### config.mk
export PLATFORM = sky130hd
export DESIGN_NAME = biphase_rx_tx_control
export DESIGN_NICKNAME = d
export VERILOG_FILES = /design/src/rtl/biphase_ctl_pkg.sv /design/src/rtl/biphase_rx_tx_control.sv
export VERILOG_INCLUDE_DIRS = /design/src /design/src/rtl
export SDC_FILE = /design/constraint.sdc
export NUM_CORES = 2
export LEC_CHECK = 0
export BUFFER_PORTS_ARGS = -buffer_cell sky130_fd_sc_hd__buf_2
export CORE_UTILIZATION = 61
export DETAILED_ROUTE_END_ITERATION = 10
export GPL_ROUTABILITY_DRIVEN = 0
export PLACE_DENSITY = 0.76
export SETUP_SLACK_MARGIN = 0.1
export SYNTH_ARGS = -nofsm -noshare
export SYNTH_HDL_FRONTEND = slang
export SYNTH_SLANG_ARGS = --single-unit
### constraint.sdc
create_clock -name sys_clk -period 19.2 [get_ports sys_clk]
set_input_delay 3.84 -clock sys_clk [delete_from_list [all_inputs] [get_ports sys_clk]]
set_output_delay 3.84 -clock sys_clk [all_outputs]
set_load 0.05 [all_outputs]
### src/rtl/biphase_ctl_regs.svh
`ifndef BIPHASE_CTL_REGS_SVH
`define BIPHASE_CTL_REGS_SVH

// Register addresses
`define ADDR_CONTROL 5'h00
`define ADDR_DEEMPH 5'h01
`define ADDR_ROUTING 5'h02
`define ADDR_CLOCK 5'h03
`define ADDR_CHANSTAT0 5'h04
`define ADDR_CHANSTAT4 5'h08
`define ADDR_STATUS 5'h09

// Reset values
`define RST_CONTROL 8'h03
`define RST_DEEMPH 8'h03
`define RST_ROUTING 8'h00
`define RST_CLOCK 8'h00
`define RST_CHANSTAT 40'h00_0000_0000

// Field positions
`define BIT_SOFT_RESET_N 0
`define BIT_RECOVERY_POWER_N 1
`define BIT_AUTO_DEEMPH 0
`define BIT_DEM_LO 1
`define BIT_DEM_HI 2
`define BIT_RATE_SELECT 3
`define BIT_TRANSMIT_SELECT 4
`define BIT_VALIDITY_CONTROL 5
`define BIT_EXT_SOURCE 2
`define BIT_CLOCK_SPEED 3
`define BIT_CHANNEL_NUMBER 20

// Rate codes
`define RATE_44K1 4'h0
`define RATE_48K 4'h2
`define RATE_32K 4'h3
`define RATE_96K 4'hA

// Filter coefficients, Q1.15: feed-forward b0, b1 and feedback
`define COEF_44K1_B0 16'h36F7
`define COEF_44K1_B1 16'hF85C
`define COEF_44K1_FB 16'h50AE
`define COEF_48K_B0 16'h35DA
`define COEF_48K_B1 16'hF649
`define COEF_48K_FB 16'h53DE
`define COEF_32K_B0 16'h3BBD
`define COEF_32K_B1 16'h0137
`define COEF_32K_FB 16'h430C
`define COEF_96K_B0 16'h2ED9
`define COEF_96K_B1 16'hE94B
`define COEF_96K_FB 16'h67D9

`endif

### src/rtl/biphase_ctl_pkg.sv
package biphase_ctl_pkg;

	typedef enum logic [2:0] {
		DEEMPH_OFF,
		DEEMPH_32K,
		DEEMPH_44K1,
		DEEMPH_48K,
		DEEMPH_96K
	} deemph_mode_t;

	// Status coming from the decoder
	typedef struct packed {
		logic preemphasis_flag;
		logic unlock;
		logic [3:0] detected_rate_code;
		logic validity;
	} rx_status_t;

	// Position of the transmitter in the block
	typedef struct packed {
		logic right;
		logic [7:0] index;
	} tx_slot_t;

	// Transmitter clock choice
	typedef struct packed {
		logic use_external;
		logic ext_from_second;
		logic [9:0] ratio_fs;
		logic [7:0] fs_max_khz;
	} clock_sel_t;

endpackage

### src/rtl/biphase_rx_tx_control.sv
`timescale 1ns/1ps
`include "biphase_ctl_regs.svh"

module biphase_rx_tx_control (
	input wire logic sys_clk,
	input wire logic reset,
	input wire logic clk_en,
	input wire logic power_down_pin,
	input wire logic parallel_mode,
	input wire logic [4:0] reg_addr,
	input wire logic [7:0] reg_wdata,
	input wire logic reg_wr,
	input wire logic reg_rd,
	output logic [7:0] reg_rdata,
	input wire logic [3:0] biphase_inputs,
	input wire logic int_tx_stream,
	input wire biphase_ctl_pkg::rx_status_t rx_status,
	input wire logic signed [23:0] rx_sample,
	input wire logic rx_sample_valid,
	input wire biphase_ctl_pkg::tx_slot_t tx_slot,
	output logic decoder_input,
	output logic tx_pin,
	output logic validity_out,
	output logic signed [23:0] serial_audio_out,
	output logic serial_audio_valid,
	output logic deemph_active,
	output logic tx_cs_bit,
	output logic tx_user_bit,
	output logic tx_validity_bit,
	output logic recovery_run,
	output biphase_ctl_pkg::clock_sel_t clock_sel
);
	import biphase_ctl_pkg::*;

	logic [1:0] pin_pd_sync;
	logic [1:0] par_sync;
	logic [3:0] rx_meta;
	logic [3:0] rx_pins;
	logic pd;
	logic par;
	logic [7:0] ctrl;
	logic [7:0] deemph_cfg;
	logic [7:0] routing;
	logic [7:0] clock_cfg;
	logic [39:0] chanstat_tx_field;
	logic soft_reset_n;
	logic recovery_power_n;
	logic regs_clear;
	logic access_ok;
	logic auto_active;
	logic [1:0] manual_sel;
	deemph_mode_t deemph_mode;
	deemph_mode_t next_mode;
	logic signed [15:0] coef_b0;
	logic signed [15:0] coef_b1;
	logic signed [15:0] coef_fb;
	logic signed [23:0] x_prev;
	logic signed [23:0] y_prev;
	logic signed [39:0] prod0;
	logic signed [39:0] prod1;
	logic signed [39:0] prod2;
	logic signed [41:0] acc;
	logic next_cs;
	clock_sel_t next_clk;

	// Pin synchronisers
	always_ff @(posedge sys_clk or posedge reset)
	begin
		if (reset)
		begin
			pin_pd_sync <= 2'h0;
			par_sync <= 2'h0;
			rx_meta <= 4'h0;
			rx_pins <= 4'h0;
		end
		else if (clk_en)
		begin
			pin_pd_sync <= {pin_pd_sync[0], power_down_pin};
			par_sync <= {par_sync[0], parallel_mode};
			rx_meta <= biphase_inputs;
			rx_pins <= rx_meta;
		end
	end

	// Derived control levels
	assign pd = ~pin_pd_sync[1];
	assign par = par_sync[1];
	assign soft_reset_n = ctrl[`BIT_SOFT_RESET_N];
	assign recovery_power_n = ctrl[`BIT_RECOVERY_POWER_N];
	assign regs_clear = pd | ~soft_reset_n;
	assign access_ok = ~pd & soft_reset_n;

	// Reset and recovery power bits, kept through soft reset
	always_ff @(posedge sys_clk or posedge reset)
	begin
		if (reset)
			ctrl <= `RST_CONTROL;
		else if (clk_en)
		begin
			if (pd)
				ctrl <= `RST_CONTROL;
			else if (reg_wr && reg_addr == `ADDR_CONTROL)
				ctrl <= {6'h00, reg_wdata[1:0]};
		end
	end

	// Configuration registers, cleared by either reset
	always_ff @(posedge sys_clk or posedge reset)
	begin
		if (reset)
		begin
			deemph_cfg <= `RST_DEEMPH;
			routing <= `RST_ROUTING;
			clock_cfg <= `RST_CLOCK;
			chanstat_tx_field <= `RST_CHANSTAT;
		end
		else if (clk_en)
		begin
			if (regs_clear)
			begin
				deemph_cfg <= `RST_DEEMPH;
				routing <= `RST_ROUTING;
				clock_cfg <= `RST_CLOCK;
				chanstat_tx_field <= `RST_CHANSTAT;
			end
			else if (reg_wr)
			begin
				if (reg_addr == `ADDR_DEEMPH)
					deemph_cfg <= {4'h0, reg_wdata[3:0]};
				else if (reg_addr == `ADDR_ROUTING)
					routing <= {2'h0, reg_wdata[5:0]};
				else if (reg_addr == `ADDR_CLOCK)
					clock_cfg <= {2'h0, reg_wdata[5:0]};
				else if (reg_addr >= `ADDR_CHANSTAT0 && reg_addr <= `ADDR_CHANSTAT4)
					chanstat_tx_field[8 * (reg_addr - `ADDR_CHANSTAT0) +: 8] <= reg_wdata;
			end
		end
	end

	// Read port, data one cycle after the strobe
	always_ff @(posedge sys_clk or posedge reset)
	begin
		if (reset)
			reg_rdata <= 8'h00;
		else if (clk_en)
		begin
			if (!reg_rd || !access_ok)
				reg_rdata <= 8'h00;
			else if (reg_addr == `ADDR_CONTROL)
				reg_rdata <= ctrl;
			else if (reg_addr == `ADDR_DEEMPH)
				reg_rdata <= deemph_cfg;
			else if (reg_addr == `ADDR_ROUTING)
				reg_rdata <= routing;
			else if (reg_addr == `ADDR_CLOCK)
				reg_rdata <= clock_cfg;
			else if (reg_addr >= `ADDR_CHANSTAT0 && reg_addr <= `ADDR_CHANSTAT4)
				reg_rdata <= chanstat_tx_field[8 * (reg_addr - `ADDR_CHANSTAT0) +: 8];
			else if (reg_addr == `ADDR_STATUS)
				reg_rdata <= {1'b0, deemph_active, rx_status.detected_rate_code,
					rx_status.unlock, rx_status.preemphasis_flag};
			else
				reg_rdata <= 8'h00;
		end
	end

	// Filter mode selection
	assign auto_active = par | deemph_cfg[`BIT_AUTO_DEEMPH];
	assign manual_sel = {deemph_cfg[`BIT_DEM_HI], deemph_cfg[`BIT_DEM_LO]};

	always_comb
	begin
		next_mode = DEEMPH_OFF;
		if (!rx_status.preemphasis_flag)
			next_mode = DEEMPH_OFF;
		else if (auto_active)
		begin
			case (rx_status.detected_rate_code)
				`RATE_44K1: next_mode = DEEMPH_44K1;
				`RATE_48K: next_mode = DEEMPH_48K;
				`RATE_32K: next_mode = DEEMPH_32K;
				`RATE_96K: next_mode = DEEMPH_96K;
				default: next_mode = DEEMPH_OFF;
			endcase
		end
		else if (deemph_cfg[`BIT_RATE_SELECT])
			next_mode = (manual_sel == 2'b10) ? DEEMPH_96K : DEEMPH_OFF;
		else
		begin
			case (manual_sel)
				2'b00: next_mode = DEEMPH_44K1;
				2'b10: next_mode = DEEMPH_48K;
				2'b11: next_mode = DEEMPH_32K;
				default: next_mode = DEEMPH_OFF;
			endcase
		end
	end

	always_ff @(posedge sys_clk or posedge reset)
	begin
		if (reset)
		begin
			deemph_mode <= DEEMPH_OFF;
			deemph_active <= 1'b0;
		end
		else if (clk_en)
		begin
			deemph_mode <= next_mode;
			deemph_active <= (next_mode != DEEMPH_OFF);
		end
	end

	// First-order shelving coefficients per rate
	always_comb
	begin
		coef_b0 = 16'sh0000;
		coef_b1 = 16'sh0000;
		coef_fb = 16'sh0000;
		case (deemph_mode)
			DEEMPH_44K1:
				{coef_b0, coef_b1, coef_fb} = {`COEF_44K1_B0, `COEF_44K1_B1, `COEF_44K1_FB};
			DEEMPH_48K:
				{coef_b0, coef_b1, coef_fb} = {`COEF_48K_B0, `COEF_48K_B1, `COEF_48K_FB};
			DEEMPH_32K:
				{coef_b0, coef_b1, coef_fb} = {`COEF_32K_B0, `COEF_32K_B1, `COEF_32K_FB};
			DEEMPH_96K:
				{coef_b0, coef_b1, coef_fb} = {`COEF_96K_B0, `COEF_96K_B1, `COEF_96K_FB};
			default: coef_b0 = 16'sh0000;
		endcase
	end

	// IIR arithmetic, unity DC gain so no saturation needed
	assign prod0 = rx_sample * coef_b0;
	assign prod1 = x_prev * coef_b1;
	assign prod2 = y_prev * coef_fb;
	assign acc = 42'(prod0) + 42'(prod1) + 42'(prod2);

	// Filter state and audio output
	always_ff @(posedge sys_clk or posedge reset)
	begin
		if (reset)
		begin
			x_prev <= 24'sh00_0000;
			y_prev <= 24'sh00_0000;
			serial_audio_out <= 24'sh00_0000;
			serial_audio_valid <= 1'b0;
		end
		else if (clk_en)
		begin
			serial_audio_valid <= 1'b0;
			if (regs_clear)
			begin
				x_prev <= 24'sh00_0000;
				y_prev <= 24'sh00_0000;
				serial_audio_out <= 24'sh00_0000;
			end
			else if (rx_sample_valid)
			begin
				serial_audio_valid <= 1'b1;
				x_prev <= rx_sample;
				if (deemph_mode == DEEMPH_OFF)
				begin
					y_prev <= rx_sample;
					serial_audio_out <= rx_sample;
				end
				else
				begin
					y_prev <= acc[38:15];
					serial_audio_out <= acc[38:15];
				end
			end
		end
	end

	// Routing of receiver inputs and biphase output
	always_ff @(posedge sys_clk or posedge reset)
	begin
		if (reset)
		begin
			decoder_input <= 1'b0;
			tx_pin <= 1'b0;
			validity_out <= 1'b0;
			recovery_run <= 1'b0;
		end
		else if (clk_en)
		begin
			decoder_input <= rx_pins[routing[1:0]];
			if (routing[`BIT_TRANSMIT_SELECT])
				tx_pin <= int_tx_stream;
			else
				tx_pin <= rx_pins[routing[3:2]];
			validity_out <= rx_status.validity;
			recovery_run <= ~pd & recovery_power_n;
		end
	end

	// Channel status bit for the current transmit slot
	always_comb
	begin
		next_cs = 1'b0;
		if (tx_slot.index < 8'd40)
			next_cs = chanstat_tx_field[tx_slot.index[5:0]];
		if (!chanstat_tx_field[0] && tx_slot.index >= 8'd20 && tx_slot.index <= 8'd23)
		begin
			next_cs = 1'b0;
			if (chanstat_tx_field[`BIT_CHANNEL_NUMBER])
				next_cs = tx_slot.right ? (tx_slot.index == 8'd21)
					: (tx_slot.index == 8'd20);
		end
	end

	always_ff @(posedge sys_clk or posedge reset)
	begin
		if (reset)
		begin
			tx_cs_bit <= 1'b0;
			tx_user_bit <= 1'b0;
			tx_validity_bit <= 1'b0;
		end
		else if (clk_en)
		begin
			tx_cs_bit <= next_cs;
			tx_user_bit <= 1'b0;
			tx_validity_bit <= routing[`BIT_VALIDITY_CONTROL];
		end
	end

	// Transmitter clock source and ratio
	always_comb
	begin
		next_clk.ext_from_second = clock_cfg[`BIT_EXT_SOURCE];
		case (clock_cfg[1:0])
			2'b00: next_clk.use_external = 1'b0;
			2'b10: next_clk.use_external = rx_status.unlock;
			default: next_clk.use_external = 1'b1;
		endcase
		case ({clock_cfg[`BIT_CLOCK_SPEED], clock_cfg[5:4]})
			3'b010: {next_clk.ratio_fs, next_clk.fs_max_khz} = {10'd512, 8'd48};
			3'b011: {next_clk.ratio_fs, next_clk.fs_max_khz} = {10'd128, 8'd192};
			3'b100: {next_clk.ratio_fs, next_clk.fs_max_khz} = {10'd384, 8'd48};
			3'b101: {next_clk.ratio_fs, next_clk.fs_max_khz} = {10'd384, 8'd48};
			3'b110: {next_clk.ratio_fs, next_clk.fs_max_khz} = {10'd768, 8'd32};
			3'b111: {next_clk.ratio_fs, next_clk.fs_max_khz} = {10'd192, 8'd96};
			default: {next_clk.ratio_fs, next_clk.fs_max_khz} = {10'd256, 8'd96};
		endcase
	end

	always_ff @(posedge sys_clk or posedge reset)
	begin
		if (reset)
			clock_sel <= '0;
		else if (clk_en)
			clock_sel <= next_clk;
	end

	// Checks
	AST_AUTO_48K: assert property (@(posedge sys_clk) disable iff (reset)
		clk_en && auto_active && rx_status.preemphasis_flag
		&& rx_status.detected_rate_code == 4'h2 |=> deemph_mode == DEEMPH_48K)
		else $error("auto mode did not pick 48k");
	AST_AUTO_OFF: assert property (@(posedge sys_clk) disable iff (reset)
		clk_en && !rx_status.preemphasis_flag |=> !deemph_active)
		else $error("filter active without pre-emphasis");
	AST_MANUAL_96K: assert property (@(posedge sys_clk) disable iff (reset)
		clk_en && !auto_active && rx_status.preemphasis_flag
		&& deemph_cfg[3] && manual_sel != 2'b10 |=> deemph_mode == DEEMPH_OFF)
		else $error("manual 96k select wrong");
	AST_BYPASS: assert property (@(posedge sys_clk) disable iff (reset)
		clk_en && !regs_clear && rx_sample_valid && deemph_mode == DEEMPH_OFF
		|=> serial_audio_out == $past(rx_sample) && serial_audio_valid)
		else $error("bypass altered sample");
	AST_PD_REFUSE: assert property (@(posedge sys_clk) disable iff (reset)
		clk_en && pd |=> reg_rdata == 8'h00 && ctrl == 8'h03)
		else $error("power-down did not refuse access");
	AST_SOFT_WRITE: assert property (@(posedge sys_clk) disable iff (reset)
		clk_en && !pd && !soft_reset_n |=> routing == 8'h00 && serial_audio_out == 0)
		else $error("soft reset let write through");
	AST_TX_INTERNAL: assert property (@(posedge sys_clk) disable iff (reset)
		clk_en && routing[4] |=> tx_pin == $past(int_tx_stream))
		else $error("transmitter not on output pin");
	AST_CHAN_NUM: assert property (@(posedge sys_clk) disable iff (reset)
		clk_en && !chanstat_tx_field[0] && chanstat_tx_field[20] && tx_slot.right
		&& tx_slot.index == 8'd21 |=> tx_cs_bit)
		else $error("right channel number bit missing");
	AST_CLK_MODE2: assert property (@(posedge sys_clk) disable iff (reset)
		clk_en && clock_cfg[1:0] == 2'b10 |=> clock_sel.use_external == $past(rx_status.unlock))
		else $error("mode 2 clock choice wrong");
endmodule

==> summary.txt <==
status: complete, no violations
Final #Nets: 5810
post-synthesis cell type count: 80
internal power: 1.56 mW
fillers: 5476
switching share of power: 53.3%
Post-synth EDFFs: 0
CTS max path bufs: 2
max-slew violations: 0
DP HPWL: 99.9 mm
largest net degree at the start of global routing: 80
post-synthesis cell count: 4379
CTS Hold Buffers Added: 0
clock skew: 15.3 ps
CP Launch Point: rx_sample[9]
diode count: 0
Avg Synthesized Cell Area: 9.80 um2
Avg Vias per Cell: 5.64
routed wire length: 116 mm
cells on worst reg2reg path: 30
Area growth, synth to finish: 4.44%
fin util: 64.9%
Routed WL per cell: 21.9 um
Initial Utilization: 62.1%
initial antenna violation count: 8
RSZ-0062 raised after global routing: no
H-tree Lvls: 4
post-route cell area: 44800 um2
IO Count: 127
Max Cap Violations: 0
clock-pin slew on the worst setup and hold paths: 80 ps
slew at the pin with the worst max-slew slack: 946 ps
critical path arrival: 11520 ps
number of synthesized register bits: 147
Post-Place Worst Slack: 7640 ps
port bufs: 115
post-synthesis cell area: 42900 um2
Final setup viols: 0
final hold vios: 0
1st-pass router iterations: 6
CTS root buf: clkbuf_16
most frequent cell after synthesis: inv_1
Reg2Reg Setup Slack: 8970 ps
combinational group share of total power: 74.9%
Final Hold Slack: 489 ps
CP required: 19530 ps
Async SR Flop Fraction: 100%
Fmax achieved: 89.4 MHz
class of the tightest hold or removal check: reg -> reg
die area: 71400 um2
Seq pwr share: 14.1%
Period minus WS final: 11190 ps
Crit Path Max Fanout: 11
VDD IR max: 92.9 uV
post_cts resized: 0
Tot GR Track Use: 34.9%
crit path to: y_prev[22]$_DFFE_PP0P_
power per cell area: 74.7 nW/um2
Setup Total Neg Slack: 0 ps
main flop type after synthesis: dfrtp_1
top cells by area, synth: fa_1 (51%), inv_1 (12%), ha_1 (8.4%)
CTS tree: built
RR Startpoint: deemph_mode[2]$_DFFE_PP0P_
Final period util: 58.3%
DIE HEIGHT: 267 um
Net Switching: 1.78 mW
placed cell area: 44200 um2
Post-DRT Antenna Nets: 0
setup slack after layout: 8010 ps
area leader, netlist: fa_1
Synthesis Warnings: 0
number of core rows: 96
share of cells above drive strength 1: 6.47%
clock power share: 11.0%
crit end category: register
register area share after synthesis: 8.58%
grt ovf: 0
total clock sinks: 147
CP startpoint kind: input port
number of global-route vias before repair: 32.8k
worst-skew pair later-pin latency: 470 ps
Num CTS Buffers: 17
Yosys top cell area share: 50.9%
worst rel slew slack: 36.5%
detailed-route DRC error count: 0
Die X: 267 um
DR vias: 30.0k
DR iter-0 viols: 2844
first-pass GRT wire length: 185 mm
core area: 69100 um2
reg2reg end: y_prev[20]$_DFFE_PP0P_
Leak: 24.5 nW
critical path class: in -> reg
synth cell count leaders: inv_1 (1352), fa_1 (1092), nand2_1 (392)
setup bufs post-CTS: 0
logic make-up (layout without fill, tap and decap cells):
kind of cell               after synthesis  count (layout)  share of synthesized area, %
adders and majority gates             1380            1380                          59.3
xor gates and xnor gates                73              73                          1.49
muxes                                   64              64                          2.16
DFF                                    147             147                          8.58
and+or+nand+nor                        881             881                          10.2
other                                    1              11                       0.00874
buffers and inverters                 1536            1524                          13.6
AOI/OAI and AO/OA                      297             297                          4.67
cell type report:
class	instances	area, um2	area share [%]
flip-flops and latches	147	3680	8.22
clock buffers	17	425	0.949
clock inverters	15	208	0.463
multi-input cells	2706	33500	74.7
repair buffers	138	748	1.67
inverters	1354	5090	11.4
well taps	931	1160	2.60
how the worst min path moves through the flow:
stage,from,to,slack [ps],cells after the start
after floorplan,chanstat_tx_field[39]$_DFFE_PP0P_,chanstat_tx_field[39]$_DFFE_PP0P_,460,2
final,clock_sel[6]$_DFFE_PP0P_,clock_sel[6]$_DFFE_PP0P_,490,1
after global placement,clock_sel[5]$_DFFE_PP0P_,clock_sel[5]$_DFFE_PP0P_,470,1
after global routing,clock_sel[6]$_DFFE_PP0P_,clock_sel[6]$_DFFE_PP0P_,500,1
after detailed placement,clock_sel[6]$_DFFE_PP0P_,clock_sel[6]$_DFFE_PP0P_,460,1
after CTS,clock_sel[6]$_DFFE_PP0P_,clock_sel[6]$_DFFE_PP0P_,490,1
registers in the layout, summed over array words and instances (netlist names), 2 cells and up:
name	cells
chanstat_tx_field	40
clock_cfg	6
clock_sel	10
ctrl	2
deemph_cfg	4
deemph_mode	3
par_sync	2
pin_pd_sync	2
reg_rdata	8
routing	6
rx_meta	4
rx_pins	4
x_prev	24
y_prev	24
per-stage QoR:
step	instances	total power, mW
after floorplan	4389	2.28
after global placement	5276	2.87
after detailed placement	5276	2.94
after CTS	5308	3.32
after global routing	5308	3.62
final	5308	3.35
layout by cell type, fill, tap and decap left out, types with 11 or more instances in the layout:
| cell | n |
|---|---|
| mux4_2 | 19 |
| conb_1 | 11 |
| and3_1 | 75 |
| xnor2_1 | 54 |
| clkbuf_16 | 17 |
| a21oi_1 | 43 |
| and2_1 | 202 |
| buf_4 | 23 |
| inv_1 | 1351 |
| nor3_1 | 11 |
| buf_2 | 115 |
| o22ai_1 | 11 |
| o21ai_0 | 89 |
| nand4_1 | 16 |
| a21o_1 | 27 |
| a22oi_1 | 26 |
| nand2_1 | 392 |
| a22o_1 | 28 |
| nand2b_1 | 15 |
| ha_1 | 288 |
| nand3_1 | 21 |
| dfrtp_1 | 142 |
| mux2_2 | 38 |
| fa_1 | 1092 |
| xor2_1 | 19 |
| nor2_1 | 79 |
| or2_2 | 27 |
worst max-delay path, stage by stage:
cell      delay, ps
buf_2           310
nand2_1         210
fa_1            530
inv_1            70
fa_1            530
fa_1            620
inv_1            90
fa_1            450
fa_1            540
inv_1            50
fa_1            600
fa_1            450
fa_1            410
fa_1            410
ha_1            400
a21o_1          180
a21o_1          160
a21oi_1         250
nor2_1           90
a211oi_1        520
a21oi_1         200
o31ai_1         330
a211o_1         180
nand3_1          80
metal layers:
metal,vias up,wire (um),track usage [%]
met1,15298,43400,46.8
met4,12,5100,13.5
met5,-,83,0
met3,316,13700,8.39
met2,1635,53800,55.4
li1,12692,-,-
power by group through the flow:
stage	Clock [mW]	Sequential (mW)	Combinational [mW]
6_report	0.367	0.472	2.51
5_1_grt	0.378	0.475	2.77
4_1_cts	0.367	0.464	2.49
3_5_place_dp	0	0.469	2.47
3_3_place_gp	0	0.469	2.40
2_1_floorplan	0	0.485	1.80
(Power assumes the default switching activity.)
